[config.mk]
export PLATFORM = sky130hd
export DESIGN_NAME = ocdac_top
export DESIGN_NICKNAME = d
export VERILOG_FILES = /design/src/include/ocdac_pkg.sv /design/src/rtl/ocdac_chan.sv /design/src/rtl/ocdac_sync.sv /design/src/rtl/ocdac_top.sv
export SDC_FILE = /design/constraint.sdc
export NUM_CORES = 1
export LEC_CHECK = 0
export BUFFER_PORTS_ARGS = -buffer_cell sky130_fd_sc_hd__buf_4
export CAP_MARGIN = 20
export CORE_ASPECT_RATIO = 1.4
export CORE_MARGIN = 3
export CORE_UTILIZATION = 55
export CTS_CLUSTER_SIZE = 12
export DETAILED_ROUTE_END_ITERATION = 6
export GPL_ROUTABILITY_DRIVEN = 0
export PLACE_DENSITY = 0.79
export SLEW_MARGIN = 15
export SYNTH_ARGS = -nofsm -noshare
export SYNTH_HDL_FRONTEND = slang
export SYNTH_SLANG_ARGS = --single-unit
[constraint.sdc]
create_clock -name sys_clk -period 3.83 [get_ports sys_clk]
set_input_delay 0.1915 -clock sys_clk [delete_from_list [all_inputs] [get_ports sys_clk]]
set_output_delay 0.1915 -clock sys_clk [all_outputs]
set_load 0.02 [all_outputs]
[src/include/ocdac_pkg.sv]
// constants, types and operating rules of the octal converter serial command decoder
package ocdac_pkg;

	// ***********************************************
	// sizes
	// ***********************************************
	localparam int          CH_NUM     = 8;
	localparam int          CODE_W     = 16;
	localparam logic [3:0]  BYTE_LAST  = 4'h7;
	localparam logic [1:0]  WORD_LAST  = 2'h2;
	localparam logic [4:0]  ADDR_HI    = 5'h03;

	// ***********************************************
	// commands
	// ***********************************************
	localparam logic [3:0]  CMD_WR_IN    = 4'h1;
	localparam logic [3:0]  CMD_UPDATE   = 4'h2;
	localparam logic [3:0]  CMD_WR_UPD   = 4'h3;
	localparam logic [3:0]  CMD_PWR      = 4'h4;
	localparam logic [3:0]  CMD_MASK     = 4'h5;
	localparam logic [3:0]  CMD_SW_RST   = 4'h6;
	localparam logic [3:0]  CMD_REF      = 4'h7;
	localparam logic [3:0]  CMD_ALL_IN   = 4'hA;
	localparam logic [3:0]  CMD_ALL_BOTH = 4'hB;

	// ***********************************************
	// field positions and reset values
	// ***********************************************
	localparam int          SEL_ALL_BIT = 3;
	localparam int          REF_OFF_BIT = 0;
	localparam int          CODE12_LSB  = 4;
	localparam logic [15:0] CODE_RST    = 16'h0000;
	localparam logic [15:0] PWR_RST     = 16'h0000;
	localparam logic [7:0]  MASK_RST    = 8'h00;
	localparam logic        REF_EN_RST  = 1'b1;
	localparam logic [7:0]  SEL_ONE     = 8'h01;
	localparam logic [7:0]  SEL_EVERY   = 8'hFF;

	// ***********************************************
	// types
	// ***********************************************
	typedef struct packed {
		logic [3:0]  cmd;
		logic [3:0]  sel;
		logic [15:0] code;
	} ocdac_word_t;

	typedef enum logic [2:0] {
		ST_IDLE,
		ST_ADDR,
		ST_ACK_ADDR,
		ST_DATA,
		ST_ACK_DATA
	} ocdac_state_t;

endpackage

[src/rtl/ocdac_chan.sv]
// one channel: input holding register and output register
`timescale 1ns/10ps
module ocdac_chan
	import ocdac_pkg::*;
(
	input  wire logic              sys_clk,
	input  wire logic              rst_b,
	input  wire logic              soft_rst,
	input  wire logic              wr_in,
	input  wire logic              wr_out,
	input  wire logic              upd,
	input  wire logic              transparent,
	input  wire logic [CODE_W-1:0] code,
	output      logic [CODE_W-1:0] hold_r,
	output      logic [CODE_W-1:0] out_r
);

	logic [CODE_W-1:0] hold_nxt;
	logic [CODE_W-1:0] out_nxt;

	assign hold_nxt = wr_in ? code : hold_r;
	assign out_nxt  = wr_out ? code : ((upd | transparent) ? hold_nxt : out_r);

	always_ff @(posedge sys_clk or negedge rst_b) begin
		if (!rst_b) begin
			hold_r <= CODE_RST;
			out_r  <= CODE_RST;
		end else if (soft_rst) begin
			hold_r <= CODE_RST;
			out_r  <= CODE_RST;
		end else begin
			hold_r <= hold_nxt;
			out_r  <= out_nxt;
		end
	end

endmodule

[src/rtl/ocdac_sync.sv]
// two flip-flop synchroniser for pins from outside the clock domain
`timescale 1ns/10ps
module ocdac_sync #(
	parameter int WIDTH = 1
) (
	input  wire logic             sys_clk,
	input  wire logic             rst_b,
	input  wire logic [WIDTH-1:0] async_i,
	output      logic [WIDTH-1:0] sync_o
);

	logic [WIDTH-1:0] meta_r;

	always_ff @(posedge sys_clk or negedge rst_b) begin
		if (!rst_b) begin
			meta_r <= '0;
			sync_o <= '0;
		end else begin
			meta_r <= async_i;
			sync_o <= meta_r;
		end
	end

endmodule

[src/rtl/ocdac_top.sv]
// serial target and command decoder of the octal converter
`timescale 1ns/10ps
module ocdac_top
	import ocdac_pkg::*;
(
	input  wire logic                         sys_clk,
	input  wire logic                         rst_b,
	input  wire logic                         scl_i,
	input  wire logic                         sda_i,
	output      logic                         sda_o,
	output      logic                         sda_oe,
	input  wire logic [1:0]                   addr_strap,
	input  wire logic                         span_sel,
	input  wire logic                         load_strobe_b,
	input  wire logic                         res_12bit,
	output      logic [CH_NUM-1:0][CODE_W-1:0] dac_code,
	output      logic [CH_NUM-1:0][CODE_W-1:0] hold_code,
	output      logic [15:0]                  pwr_state,
	output      logic [CH_NUM-1:0]            strobe_mask,
	output      logic                         ref_enable,
	output      logic                         gain_x2,
	output      logic                         word_stb
);

	// ***********************************************
	// pin synchronisation
	// ***********************************************
	logic       scl_s;
	logic       sda_s;
	logic [1:0] strap_s;
	logic       span_s;
	logic       ld_b_s;

	// 10 MHz sampling gives at least twelve samples per 400 kHz half period
	ocdac_sync #(
		.WIDTH (6)
	) u_sync (
		.sys_clk (sys_clk),
		.rst_b   (rst_b),
		.async_i ({scl_i, sda_i, addr_strap, span_sel, load_strobe_b}),
		.sync_o  ({scl_s, sda_s, strap_s, span_s, ld_b_s})
	);

	// ***********************************************
	// bus events
	// ***********************************************
	logic scl_d;
	logic sda_d;
	logic scl_rise;
	logic scl_fall;
	logic bus_start;
	logic bus_stop;

	always_ff @(posedge sys_clk or negedge rst_b) begin
		if (!rst_b) begin
			scl_d <= 1'b1;
			sda_d <= 1'b1;
		end else begin
			scl_d <= scl_s;
			sda_d <= sda_s;
		end
	end

	assign scl_rise  = scl_s & ~scl_d;
	assign scl_fall  = ~scl_s & scl_d;
	assign bus_start = scl_s & scl_d & sda_d & ~sda_s;
	assign bus_stop  = scl_s & scl_d & ~sda_d & sda_s;

	// ***********************************************
	// target state machine
	// ***********************************************
	ocdac_state_t state_r;
	ocdac_state_t state_nxt;
	logic         bit_r;
	logic         bit_vld_r;
	logic [3:0]   bit_cnt_r;
	logic [3:0]   bit_cnt_nxt;
	logic [1:0]   byte_cnt_r;
	logic [1:0]   byte_cnt_nxt;
	logic [7:0]   addr_r;
	logic [7:0]   addr_nxt;
	logic [23:0]  shift_r;
	logic [23:0]  shift_nxt;
	logic         ack_r;
	logic         ack_nxt;
	logic         word_done;
	logic         addr_hit;
	logic         bit_last;

	assign bit_last = (bit_cnt_r == BYTE_LAST);
	// only a plain seven-bit address with write direction is answered
	assign addr_hit = (addr_nxt[7:1] == {ADDR_HI, strap_s}) & ~addr_nxt[0];

	always_comb begin
		state_nxt    = state_r;
		bit_cnt_nxt  = bit_cnt_r;
		byte_cnt_nxt = byte_cnt_r;
		addr_nxt     = addr_r;
		shift_nxt    = shift_r;
		ack_nxt      = ack_r;
		word_done    = 1'b0;
		if (bus_start) begin
			state_nxt    = ST_ADDR;
			bit_cnt_nxt  = 4'h0;
			byte_cnt_nxt = 2'h0;
			ack_nxt      = 1'b0;
		end else if (bus_stop) begin
			state_nxt = ST_IDLE;
			ack_nxt   = 1'b0;
		end else if (scl_fall & bit_vld_r) begin
			case (state_r)
				ST_ADDR: begin
					addr_nxt    = {addr_r[6:0], bit_r};
					bit_cnt_nxt = bit_cnt_r + 4'h1;
					if (bit_last) begin
						state_nxt = addr_hit ? ST_ACK_ADDR : ST_IDLE;
						ack_nxt   = addr_hit;
					end
				end
				ST_ACK_ADDR: begin
					state_nxt    = ST_DATA;
					ack_nxt      = 1'b0;
					bit_cnt_nxt  = 4'h0;
					byte_cnt_nxt = 2'h0;
				end
				ST_DATA: begin
					shift_nxt   = {shift_r[22:0], bit_r};
					bit_cnt_nxt = bit_cnt_r + 4'h1;
					if (bit_last) begin
						state_nxt = ST_ACK_DATA;
						ack_nxt   = 1'b1;
						if (byte_cnt_r == WORD_LAST) begin
							word_done    = 1'b1;
							byte_cnt_nxt = 2'h0;
						end else begin
							byte_cnt_nxt = byte_cnt_r + 2'h1;
						end
					end
				end
				ST_ACK_DATA: begin
					state_nxt   = ST_DATA;
					ack_nxt     = 1'b0;
					bit_cnt_nxt = 4'h0;
				end
				default: begin
					state_nxt = ST_IDLE;
				end
			endcase
		end
	end

	always_ff @(posedge sys_clk or negedge rst_b) begin
		if (!rst_b) begin
			state_r    <= ST_IDLE;
			bit_cnt_r  <= 4'h0;
			byte_cnt_r <= 2'h0;
			addr_r     <= 8'h00;
			shift_r    <= 24'h000000;
			ack_r      <= 1'b0;
		end else begin
			state_r    <= state_nxt;
			bit_cnt_r  <= bit_cnt_nxt;
			byte_cnt_r <= byte_cnt_nxt;
			addr_r     <= addr_nxt;
			shift_r    <= shift_nxt;
			ack_r      <= ack_nxt;
		end
	end

	// data bit is taken while the clock is high, committed on the falling edge
	// the fall that closes a start condition carries no bit: the start clears the bit taken at the rise before it
	always_ff @(posedge sys_clk or negedge rst_b) begin
		if (!rst_b) begin
			bit_r     <= 1'b0;
			bit_vld_r <= 1'b0;
		end else if (scl_rise) begin
			bit_r     <= sda_s;
			bit_vld_r <= 1'b1;
		end else if (scl_fall | bus_start) begin
			bit_vld_r <= 1'b0;
		end
	end

	assign sda_o  = 1'b0;
	assign sda_oe = ack_r;

	// ***********************************************
	// received word
	// ***********************************************
	ocdac_word_t word_r;
	logic        go_r;

	always_ff @(posedge sys_clk or negedge rst_b) begin
		if (!rst_b) begin
			word_r <= '0;
			go_r   <= 1'b0;
		end else begin
			go_r <= word_done;
			if (word_done) begin
				word_r <= ocdac_word_t'(shift_nxt);
			end
		end
	end

	assign word_stb = go_r;

	// ***********************************************
	// command decode
	// ***********************************************
	logic [CODE_W-1:0] code_val;
	logic [CH_NUM-1:0] sel_hit;
	logic              do_wr_in;
	logic              do_update;
	logic              do_wr_upd;
	logic              do_pwr;
	logic              do_mask;
	logic              do_rst;
	logic              do_ref;
	logic              do_all_in;
	logic              do_all_both;

	assign code_val    = res_12bit ? {4'h0, word_r.code[CODE_W-1:CODE12_LSB]} : word_r.code;
	assign sel_hit     = word_r.sel[SEL_ALL_BIT] ? SEL_EVERY : (SEL_ONE << word_r.sel[2:0]);
	// unlisted command codes match none of these strobes
	assign do_wr_in    = go_r & (word_r.cmd == CMD_WR_IN);
	assign do_update   = go_r & (word_r.cmd == CMD_UPDATE);
	assign do_wr_upd   = go_r & (word_r.cmd == CMD_WR_UPD);
	assign do_pwr      = go_r & (word_r.cmd == CMD_PWR);
	assign do_mask     = go_r & (word_r.cmd == CMD_MASK);
	assign do_rst      = go_r & (word_r.cmd == CMD_SW_RST);
	assign do_ref      = go_r & (word_r.cmd == CMD_REF);
	assign do_all_in   = go_r & (word_r.cmd == CMD_ALL_IN);
	assign do_all_both = go_r & (word_r.cmd == CMD_ALL_BOTH);

	// ***********************************************
	// configuration registers
	// ***********************************************
	always_ff @(posedge sys_clk or negedge rst_b) begin
		if (!rst_b) begin
			pwr_state   <= PWR_RST;
			strobe_mask <= MASK_RST;
			ref_enable  <= REF_EN_RST;
		end else if (do_rst) begin
			pwr_state   <= PWR_RST;
			strobe_mask <= MASK_RST;
			ref_enable  <= REF_EN_RST;
		end else begin
			if (do_pwr) begin
				pwr_state <= word_r.code;
			end
			if (do_mask) begin
				strobe_mask <= word_r.code[CH_NUM-1:0];
			end
			if (do_ref) begin
				ref_enable <= ~word_r.code[REF_OFF_BIT];
			end
		end
	end

	always_ff @(posedge sys_clk or negedge rst_b) begin
		if (!rst_b) begin
			gain_x2 <= 1'b0;
		end else begin
			gain_x2 <= span_s;
		end
	end

	// ***********************************************
	// channels
	// ***********************************************
	genvar ch;
	generate
		for (ch = 0; ch < CH_NUM; ch++) begin : g_chan
			logic ch_wr_in;
			logic ch_wr_out;
			logic ch_upd;
			logic ch_pass;

			assign ch_wr_in  = (do_wr_in & sel_hit[ch]) | do_all_in | do_all_both;
			assign ch_wr_out = (do_wr_upd & sel_hit[ch]) | do_all_both;
			assign ch_upd    = do_update & sel_hit[ch];
			assign ch_pass   = ~ld_b_s & ~strobe_mask[ch];

			ocdac_chan u_chan (
				.sys_clk     (sys_clk),
				.rst_b       (rst_b),
				.soft_rst    (do_rst),
				.wr_in       (ch_wr_in),
				.wr_out      (ch_wr_out),
				.upd         (ch_upd),
				.transparent (ch_pass),
				.code        (code_val),
				.hold_r      (hold_code[ch]),
				.out_r       (dac_code[ch])
			);
		end
	endgenerate

endmodule

==> results of run 1 <==
[flip-flops by register name, indices dropped and copies added, names as in the netlist, 8 cells and up]
name	cells
pwr_state	16
strobe_mask	8
shift_r	23
g_chan.u_chan.hold_r	128
addr_r	8
word_r	24
g_chan.u_chan.out_r	128
[layer usage]
| layer | track usage | share of wire | vias up |
|---|---|---|---|
| met5 | 0 | 0 | - |
| met4 | 0.184 | 0.064 | 0 |
| met3 | 0.0706 | 0.088 | 164 |
| met2 | 0.518 | 0.48 | 695 |
| met1 | 0.400 | 0.36 | 6397 |
| li1 | - | - | 5414 |
[cell families (layout without fill, tap and decap cells)]
group / Yosys count / after routing / share of synthesized area
AND/OR/NAND/NOR: 399 / 399 / 0.109
flip-flops: 364 / 364 / 0.581
AO/OA/AOI/OAI: 267 / 267 / 0.119
multiplexers: 230 / 230 / 0.152
buffers and inverters: 94 / 404 / 0.0355
XOR/XNOR: 4 / 4 / 0.00223
adder cells (fa/ha/maj): 1 / 1 / 0.000797
other: 1 / 1 / 0.000239
[path summary, 6_finish.rpt]
check | endpoint | start | cells past startpoint
worst min-delay path | u_sync.meta_r[1] | span_sel | 2
max in group asynchronous | g_chan[3].u_chan.out_r[14] | rst_b | 3
min in group asynchronous | g_chan[5].u_chan.hold_r[3] | rst_b | 2
worst min register to register | u_sync.sync_o[5] | u_sync.meta_r[5] | 0
worst max-delay path | g_chan[4].u_chan.out_r[6] | word_r[21] | 5
worst max register to register | g_chan[4].u_chan.out_r[6] | word_r[21] | 5
[stage by stage]
stage | total power, uW | setup slack (ns) | util | std cells
6_report | 7490 | 0.935 | 0.697 | 2040
5_1_grt | 7740 | 0.817 | 0.697 | 2040
4_1_cts | 7520 | 0.992 | 0.697 | 2040
3_5_place_dp | 4230 | 0.996 | 0.655 | 1979
3_3_place_gp | 4230 | 1.09 | 0.655 | 1979
2_1_floorplan | 4090 | 1.78 | - | 1360
[layout make-up]
class | instances | area share
Tap cell | 370 | 0.0239
Multi-Input combinational cell | 902 | 0.313
Clock inverter | 2 | 0.000903
Inverter | 5 | 0.000968
Clock buffer | 52 | 0.0544
Sequential cell | 364 | 0.470
Timing Repair Buffer | 345 | 0.137
[cell usage in the layout (no fill, tap or decap), drive strengths merged, types with 7 or more instances in the layout]
| cell type | n |
|---|---|
| o221ai | 84 |
| mux2 | 69 |
| buf | 338 |
| dlygate4sd3 | 7 |
| dfrtp | 361 |
| o21ai | 107 |
| mux2i | 161 |
| nor2b | 10 |
| clkbuf | 52 |
| a22oi | 14 |
| nor3 | 12 |
| a22o | 9 |
| a21oi | 23 |
| nor2 | 164 |
| o31ai | 8 |
| a21boi | 8 |
| and2 | 8 |
| nand2 | 171 |
[worst reg2reg max path: stages (launching register included)]
cell      delay (ns)
dfrtp_1         0.61
nand2_1         0.24
nor2_1          0.47
o21ai_0         0.19
a21oi_1         0.90
o221ai_1        0.29
[repair_timing]
item | 4_1_cts | 5_1_grt
hold endpoints to repair | 121 | 0
hold buffers | 7 | 0
endpoints found under the setup margin | 0 | 0
[power breakdown]
group / internal (uW) / switching [uW] / leakage (uW) / total (uW)
clock: 1900 / 1420 / 0.000523 / 3320
combinational: 80.2 / 175 / 0.00412 / 255
sequential: 3880 / 35.7 / 0.00504 / 3920
==> results.toml, run 1 <==
[clocking]
post_cts_buffers = 0
h-tree-depth = 2
tritoncts = "done"
clock_path_buffers = 3
numClockSinks = 364
numCtsBuffers = 37
cts-root-buf = "clkbuf_16"
cells_resized_by_post_cts_repair = 0
cts.clk_slew.worst_paths_ns = 0.06
clk_latency_ns = 0.53

[yosys]
postSynthCellCount = 1360
synth_top_flop_cell = "dfrtp_1"
synth_top_cells_by_count = "361 x dfrtp_1, 171 x nand2_1, 164 x nor2_1, 161 x mux2i_1, 84 x o221ai_1"
synth_top_cells_by_area = "dfrtp_1 58%, mux2i_1 10%, mux2_2 4.9%"
netlist.top_cell.by_area = "dfrtp_1"
synth.distinct_cells = 59
sequential_element_share_of_the_synthesized_area = 0.581
synth_area_um2 = 15700
postSynthAreaPerCell_um2 = 11.5
ys_warn_count = 0
asyncSetResetFlopFracSynth = 1.00
synth_nets = 1370
synth_largest_type_area_fraction = 0.575
yosys.cell_count.top_type = "dfrtp_1"
yosys_register_bits = 364
synth_enable_flop_cells = 0

[power]
max-vdd-ir-drop_mv = 0.307
pwr_density_cell_nw_per_um2 = 386
total_leakage_power_uw = 0.00968

[hold_path]
worst_hold_path_type = "in2reg"

[global_routing]
global_route_total_usage_across_every_layer = 0.321
antenna_violations_before_repair = 0
grt_start_max_net_pins = 129
wire_length_of_the_first_global_routing_pass_mm = 75.0
first_global_vias = 12700
grt-ovfl-total = 0

[timing]
grt_setup_unrepaired = "false"
final_hold_viol_count = 0
maxClockFrequency_ghz = 0.345
post-route-min-period_ns = 2.89
max_slew_margin = 0.196
clock_skew_ns = 0.0210
finalSetupViolCount = 0
worst_pin_slew_ns = 1.17
finalHoldWorstSlack_ns = 0.323
final_min_period_over_clock_period = 0.756
final.setup.tns_ns = 0
report.final.slew_viol_count = 0

[flow_run]
drv.max_cap_violation_count = 0

[floorplan]
die_y_um = 206
die_width_um = 149
std_cell_rows = 72
io_pins = 294
design.core.area_um2 = 27800
floorplan.die_area_um2 = 30600
start_util = 0.564

[detailed_routing]
wl_mm = 49.7
via_per_inst = 6.21
routedWlPerCell_um = 24.4
vias_after_detailed_routing = 12700
antenna_violating_nets_post_route = 0
firstDrtPassIters = 5
first_iter_violations = 1082
drc = 0

[setup_path]
cp_data_arrival_time_ns = 3.23
critical_path_s_largest_stage_delay_ns = 0.90
worst-r2r-setup-slack_ns = 0.94
crit_family = "compound AO/OA/AOI/OAI gates"
path_class = "reg2reg"
timing.critical_path.from_type = "register"
worst_setup_path_end_kind = "register"
crit_slowest_cell = "a21oi_1"
critical_path.n_buffers_inverters = 0
worstPathCellList = "nand2_1, nor2_1, o21ai_0, a21oi_1, o221ai_1"
timing.critical_path.fanout_max = 12
crit_required_ns = 4.16

[layout]
num-fill-cells = 2032
fraction_of_layout_instances_using_a_drive_strength_above_1 = 0.289
design.final.nets = 1665
total_area_of_multi_input_combinational_cells_um2 = 6070
antenna_cells = 0
flow.area_growth_from_synthesis_pct = 23.5
finalInstanceArea_um2 = 19400
register_area_um2 = 9110

[placed_design]
placed_cell_area_um2 = 18200
detailed_place_hpwl_mm = 34.0
port-buffer-count = 292

[status]
outcome = "complete, no violations"
Power figures use the tool's default switching activity.
==> run 2, diff against run 1 <==
--- a/config.mk
+++ b/config.mk
@@ -9,11 +9,11 @@
 export CAP_MARGIN = 20
 export CORE_ASPECT_RATIO = 1.4
 export CORE_MARGIN = 3
-export CORE_UTILIZATION = 55
+export CORE_UTILIZATION = 50
 export CTS_CLUSTER_SIZE = 12
 export DETAILED_ROUTE_END_ITERATION = 6
 export GPL_ROUTABILITY_DRIVEN = 0
-export PLACE_DENSITY = 0.79
+export PLACE_DENSITY = 0.76
 export SLEW_MARGIN = 15
 export SYNTH_ARGS = -nofsm -noshare
 export SYNTH_HDL_FRONTEND = slang
==> constraint.sdc (replaced) <==
create_clock -name sys_clk -period 2.4 [get_ports sys_clk]
set_input_delay 0.12 -clock sys_clk [delete_from_list [all_inputs] [get_ports sys_clk]]
set_output_delay 0.12 -clock sys_clk [all_outputs]
set_load 0.02 [all_outputs]
==> run 2 against run 1 <==
The run now ends with design-rule violations left. Clock skew is 0.0055 ns lower. Die area grew 9.6%. Worst setup slack worse by 0.80 ns. Sequential cell count unchanged. Clock-buffer cell count down 1. Critical path type unchanged. Largest cell class unchanged.
==> results.toml, run 2 (synthesis results as in run 1) <==
[floorplan]
die_width_um = 156
io_pins = 294
design.core.area_um2 = 30900
floorplan.die_area_um2 = 33600
start_util = 0.508
std_cell_rows = 76
die_y_um = 216

[detailed_routing]
first_iter_violations = 1151
firstDrtPassIters = 7
routedWlPerCell_um = 24.1
via_per_inst = 6.05
vias_after_detailed_routing = 12700
wl_mm = 50.6
drc = 1
antenna_violating_nets_post_route = 0

[timing]
finalSetupViolCount = 0
clock_skew_ns = 0.0155
max_slew_margin = 0.334
final_critical_path_setup_slack_ns = 0.132
final_hold_viol_count = 0
report.final.slew_viol_count = 0
final_min_period_over_clock_period = 0.945
grt_setup_unrepaired = "false"
worst_pin_slew_ns = 0.992
maxClockFrequency_ghz = 0.441
finalHoldWorstSlack_ns = 0.189
post-route-min-period_ns = 2.27

[power]
total_leakage_power_uw = 0.00987
max-vdd-ir-drop_mv = 0.437
pwr_density_cell_nw_per_um2 = 591

[global_routing]
grt_start_max_net_pins = 80
antenna_violations_before_repair = 0
grt-ovfl-total = 0
first_global_vias = 12600
wire_length_of_the_first_global_routing_pass_mm = 75.9
global_route_total_usage_across_every_layer = 0.295

[layout]
num-fill-cells = 2366
fraction_of_layout_instances_using_a_drive_strength_above_1 = 0.302
post_layout_nonfiller_instances = 2100
antenna_cells = 0
layout.cells.most_common = "buf_4"
mostFrequentLayoutCells = "369 x buf_4, 361 x dfrtp_1, 171 x nand2_1, 163 x nor2_1, 159 x mux2i_1"
reg_top3 = "g_chan.u_chan.hold_r: 128 flops, g_chan.u_chan.out_r: 128 flops, word_r: 24 flops"
flow.area_growth_from_synthesis_pct = 25.7
design.final.nets = 1707

[clocking]
tritoncts = "done"
clock_path_buffers = 3
h-tree-depth = 2
numClockSinks = 364
clk_latency_ns = 0.52
cts.clk_slew.worst_paths_ns = 0.06
cts-root-buf = "clkbuf_16"
numCtsBuffers = 36

[setup_path]
reg2reg_to = "g_chan[7].u_chan.out_r[5]"
path_class = "reg2reg"
timing.critical_path.fanout_max = 12
worst_setup_path_end_kind = "register"
r2r-start = "word_r[22]"
cp_data_arrival_time_ns = 2.64
crit_required_ns = 2.77
worst-r2r-setup-slack_ns = 0.13
timing.critical_path.from_type = "register"
ff2ff_path_depth = 7

[hold_path]
worst_hold_path_type = "in2async"

[placed_design]
port-buffer-count = 292
pre_cts_ws_ns = 0.113
detailed_place_hpwl_mm = 34.4
placedCellCount = 2039

[status]
outcome = "finished with violations"
failed_checks = "design-rule violations"

[flow_run]
drv.max_cap_violation_count = 0
run 2: cell types whose count changed in the layout (fill, tap and decap cells not counted), sizes merged:
cell | previous run | this run
inv | 6 | 4
clkbuf | 52 | 51
buf | 338 | 381
run 2: worst max-delay path: stages, from the launching register on:
cell and delay [ns]:
dfrtp_1 0.45, buf_4 0.19, or3b_2 0.48, a21oi_4 0.29, nor2_1 0.17, buf_4 0.22
a22oi_1 0.18, o21ai_0 0.13
run 2: how the worst max path moves through the flow:
stage / startpoint / endpoint / slack (ns) / cells after the start
after floorplan: word_r[16] / g_chan[2].u_chan.out_r[10] / 0.35 / 7
after global placement: word_r[17] / g_chan[0].u_chan.out_r[11] / -0.03 / 5
after detailed placement: word_r[23] / g_chan[1].u_chan.out_r[7] / 0.11 / 7
after CTS: word_r[23] / g_chan[1].u_chan.hold_r[13] / 0.04 / 8
after global routing: word_r[22] / g_chan[5].u_chan.out_r[3] / 0.009 / 6
final: word_r[22] / g_chan[7].u_chan.out_r[5] / 0.13 / 7
run 2: through the flow:
| stage | power [uW] | utilization | setup TNS (ns) | instance area (um2) |
|---|---|---|---|---|
| floorplan | 6530 | - | 0 | 15700 |
| global placement | 6750 | 0.601 | -0.299 | 18600 |
| detailed placement | 6760 | 0.602 | 0 | 18600 |
| CTS | 11700 | 0.636 | 0 | 19700 |
| global route | 12000 | 0.638 | 0 | 19700 |
| finish | 11700 | 0.638 | 0 | 19700 |
run 2: repair_timing:
item	in CTS	in global routing
setup buffers	0	3
gates resized for setup	0	10
setup endpoints to repair	0	60
endpoints found under the hold margin	77	0
hold buffers	7	0
run 2: area by class of cell:
cell class	count	area, um2	share of cell area
repair buffers	388	3050	0.155
clock buffers	51	978	0.0496
well taps	390	488	0.0247
multi-input cells	902	6080	0.308
inverters	5	18.8	0.000951
flip-flops and latches	364	9110	0.462
run 2: report_power, final:
part / internal, uW / switching (uW) / total (uW)
Clock: 2800 / 2210 / 5010
Sequential: 6190 / 55.3 / 6250
Combinational: 137 / 277 / 414
Total: 9130 / 2540 / 11700
run 2: layer usage:
metal | share of wire | wire (um) | GRT usage | vias to the layer above
met5 | 0 | 0 | 0 | -
met4 | 0.074 | 3750 | 0.177 | 0
met3 | 0.086 | 4350 | 0.0620 | 186
met2 | 0.48 | 24500 | 0.481 | 675
met1 | 0.36 | 18000 | 0.361 | 6326
li1 | - | - | - | 5508
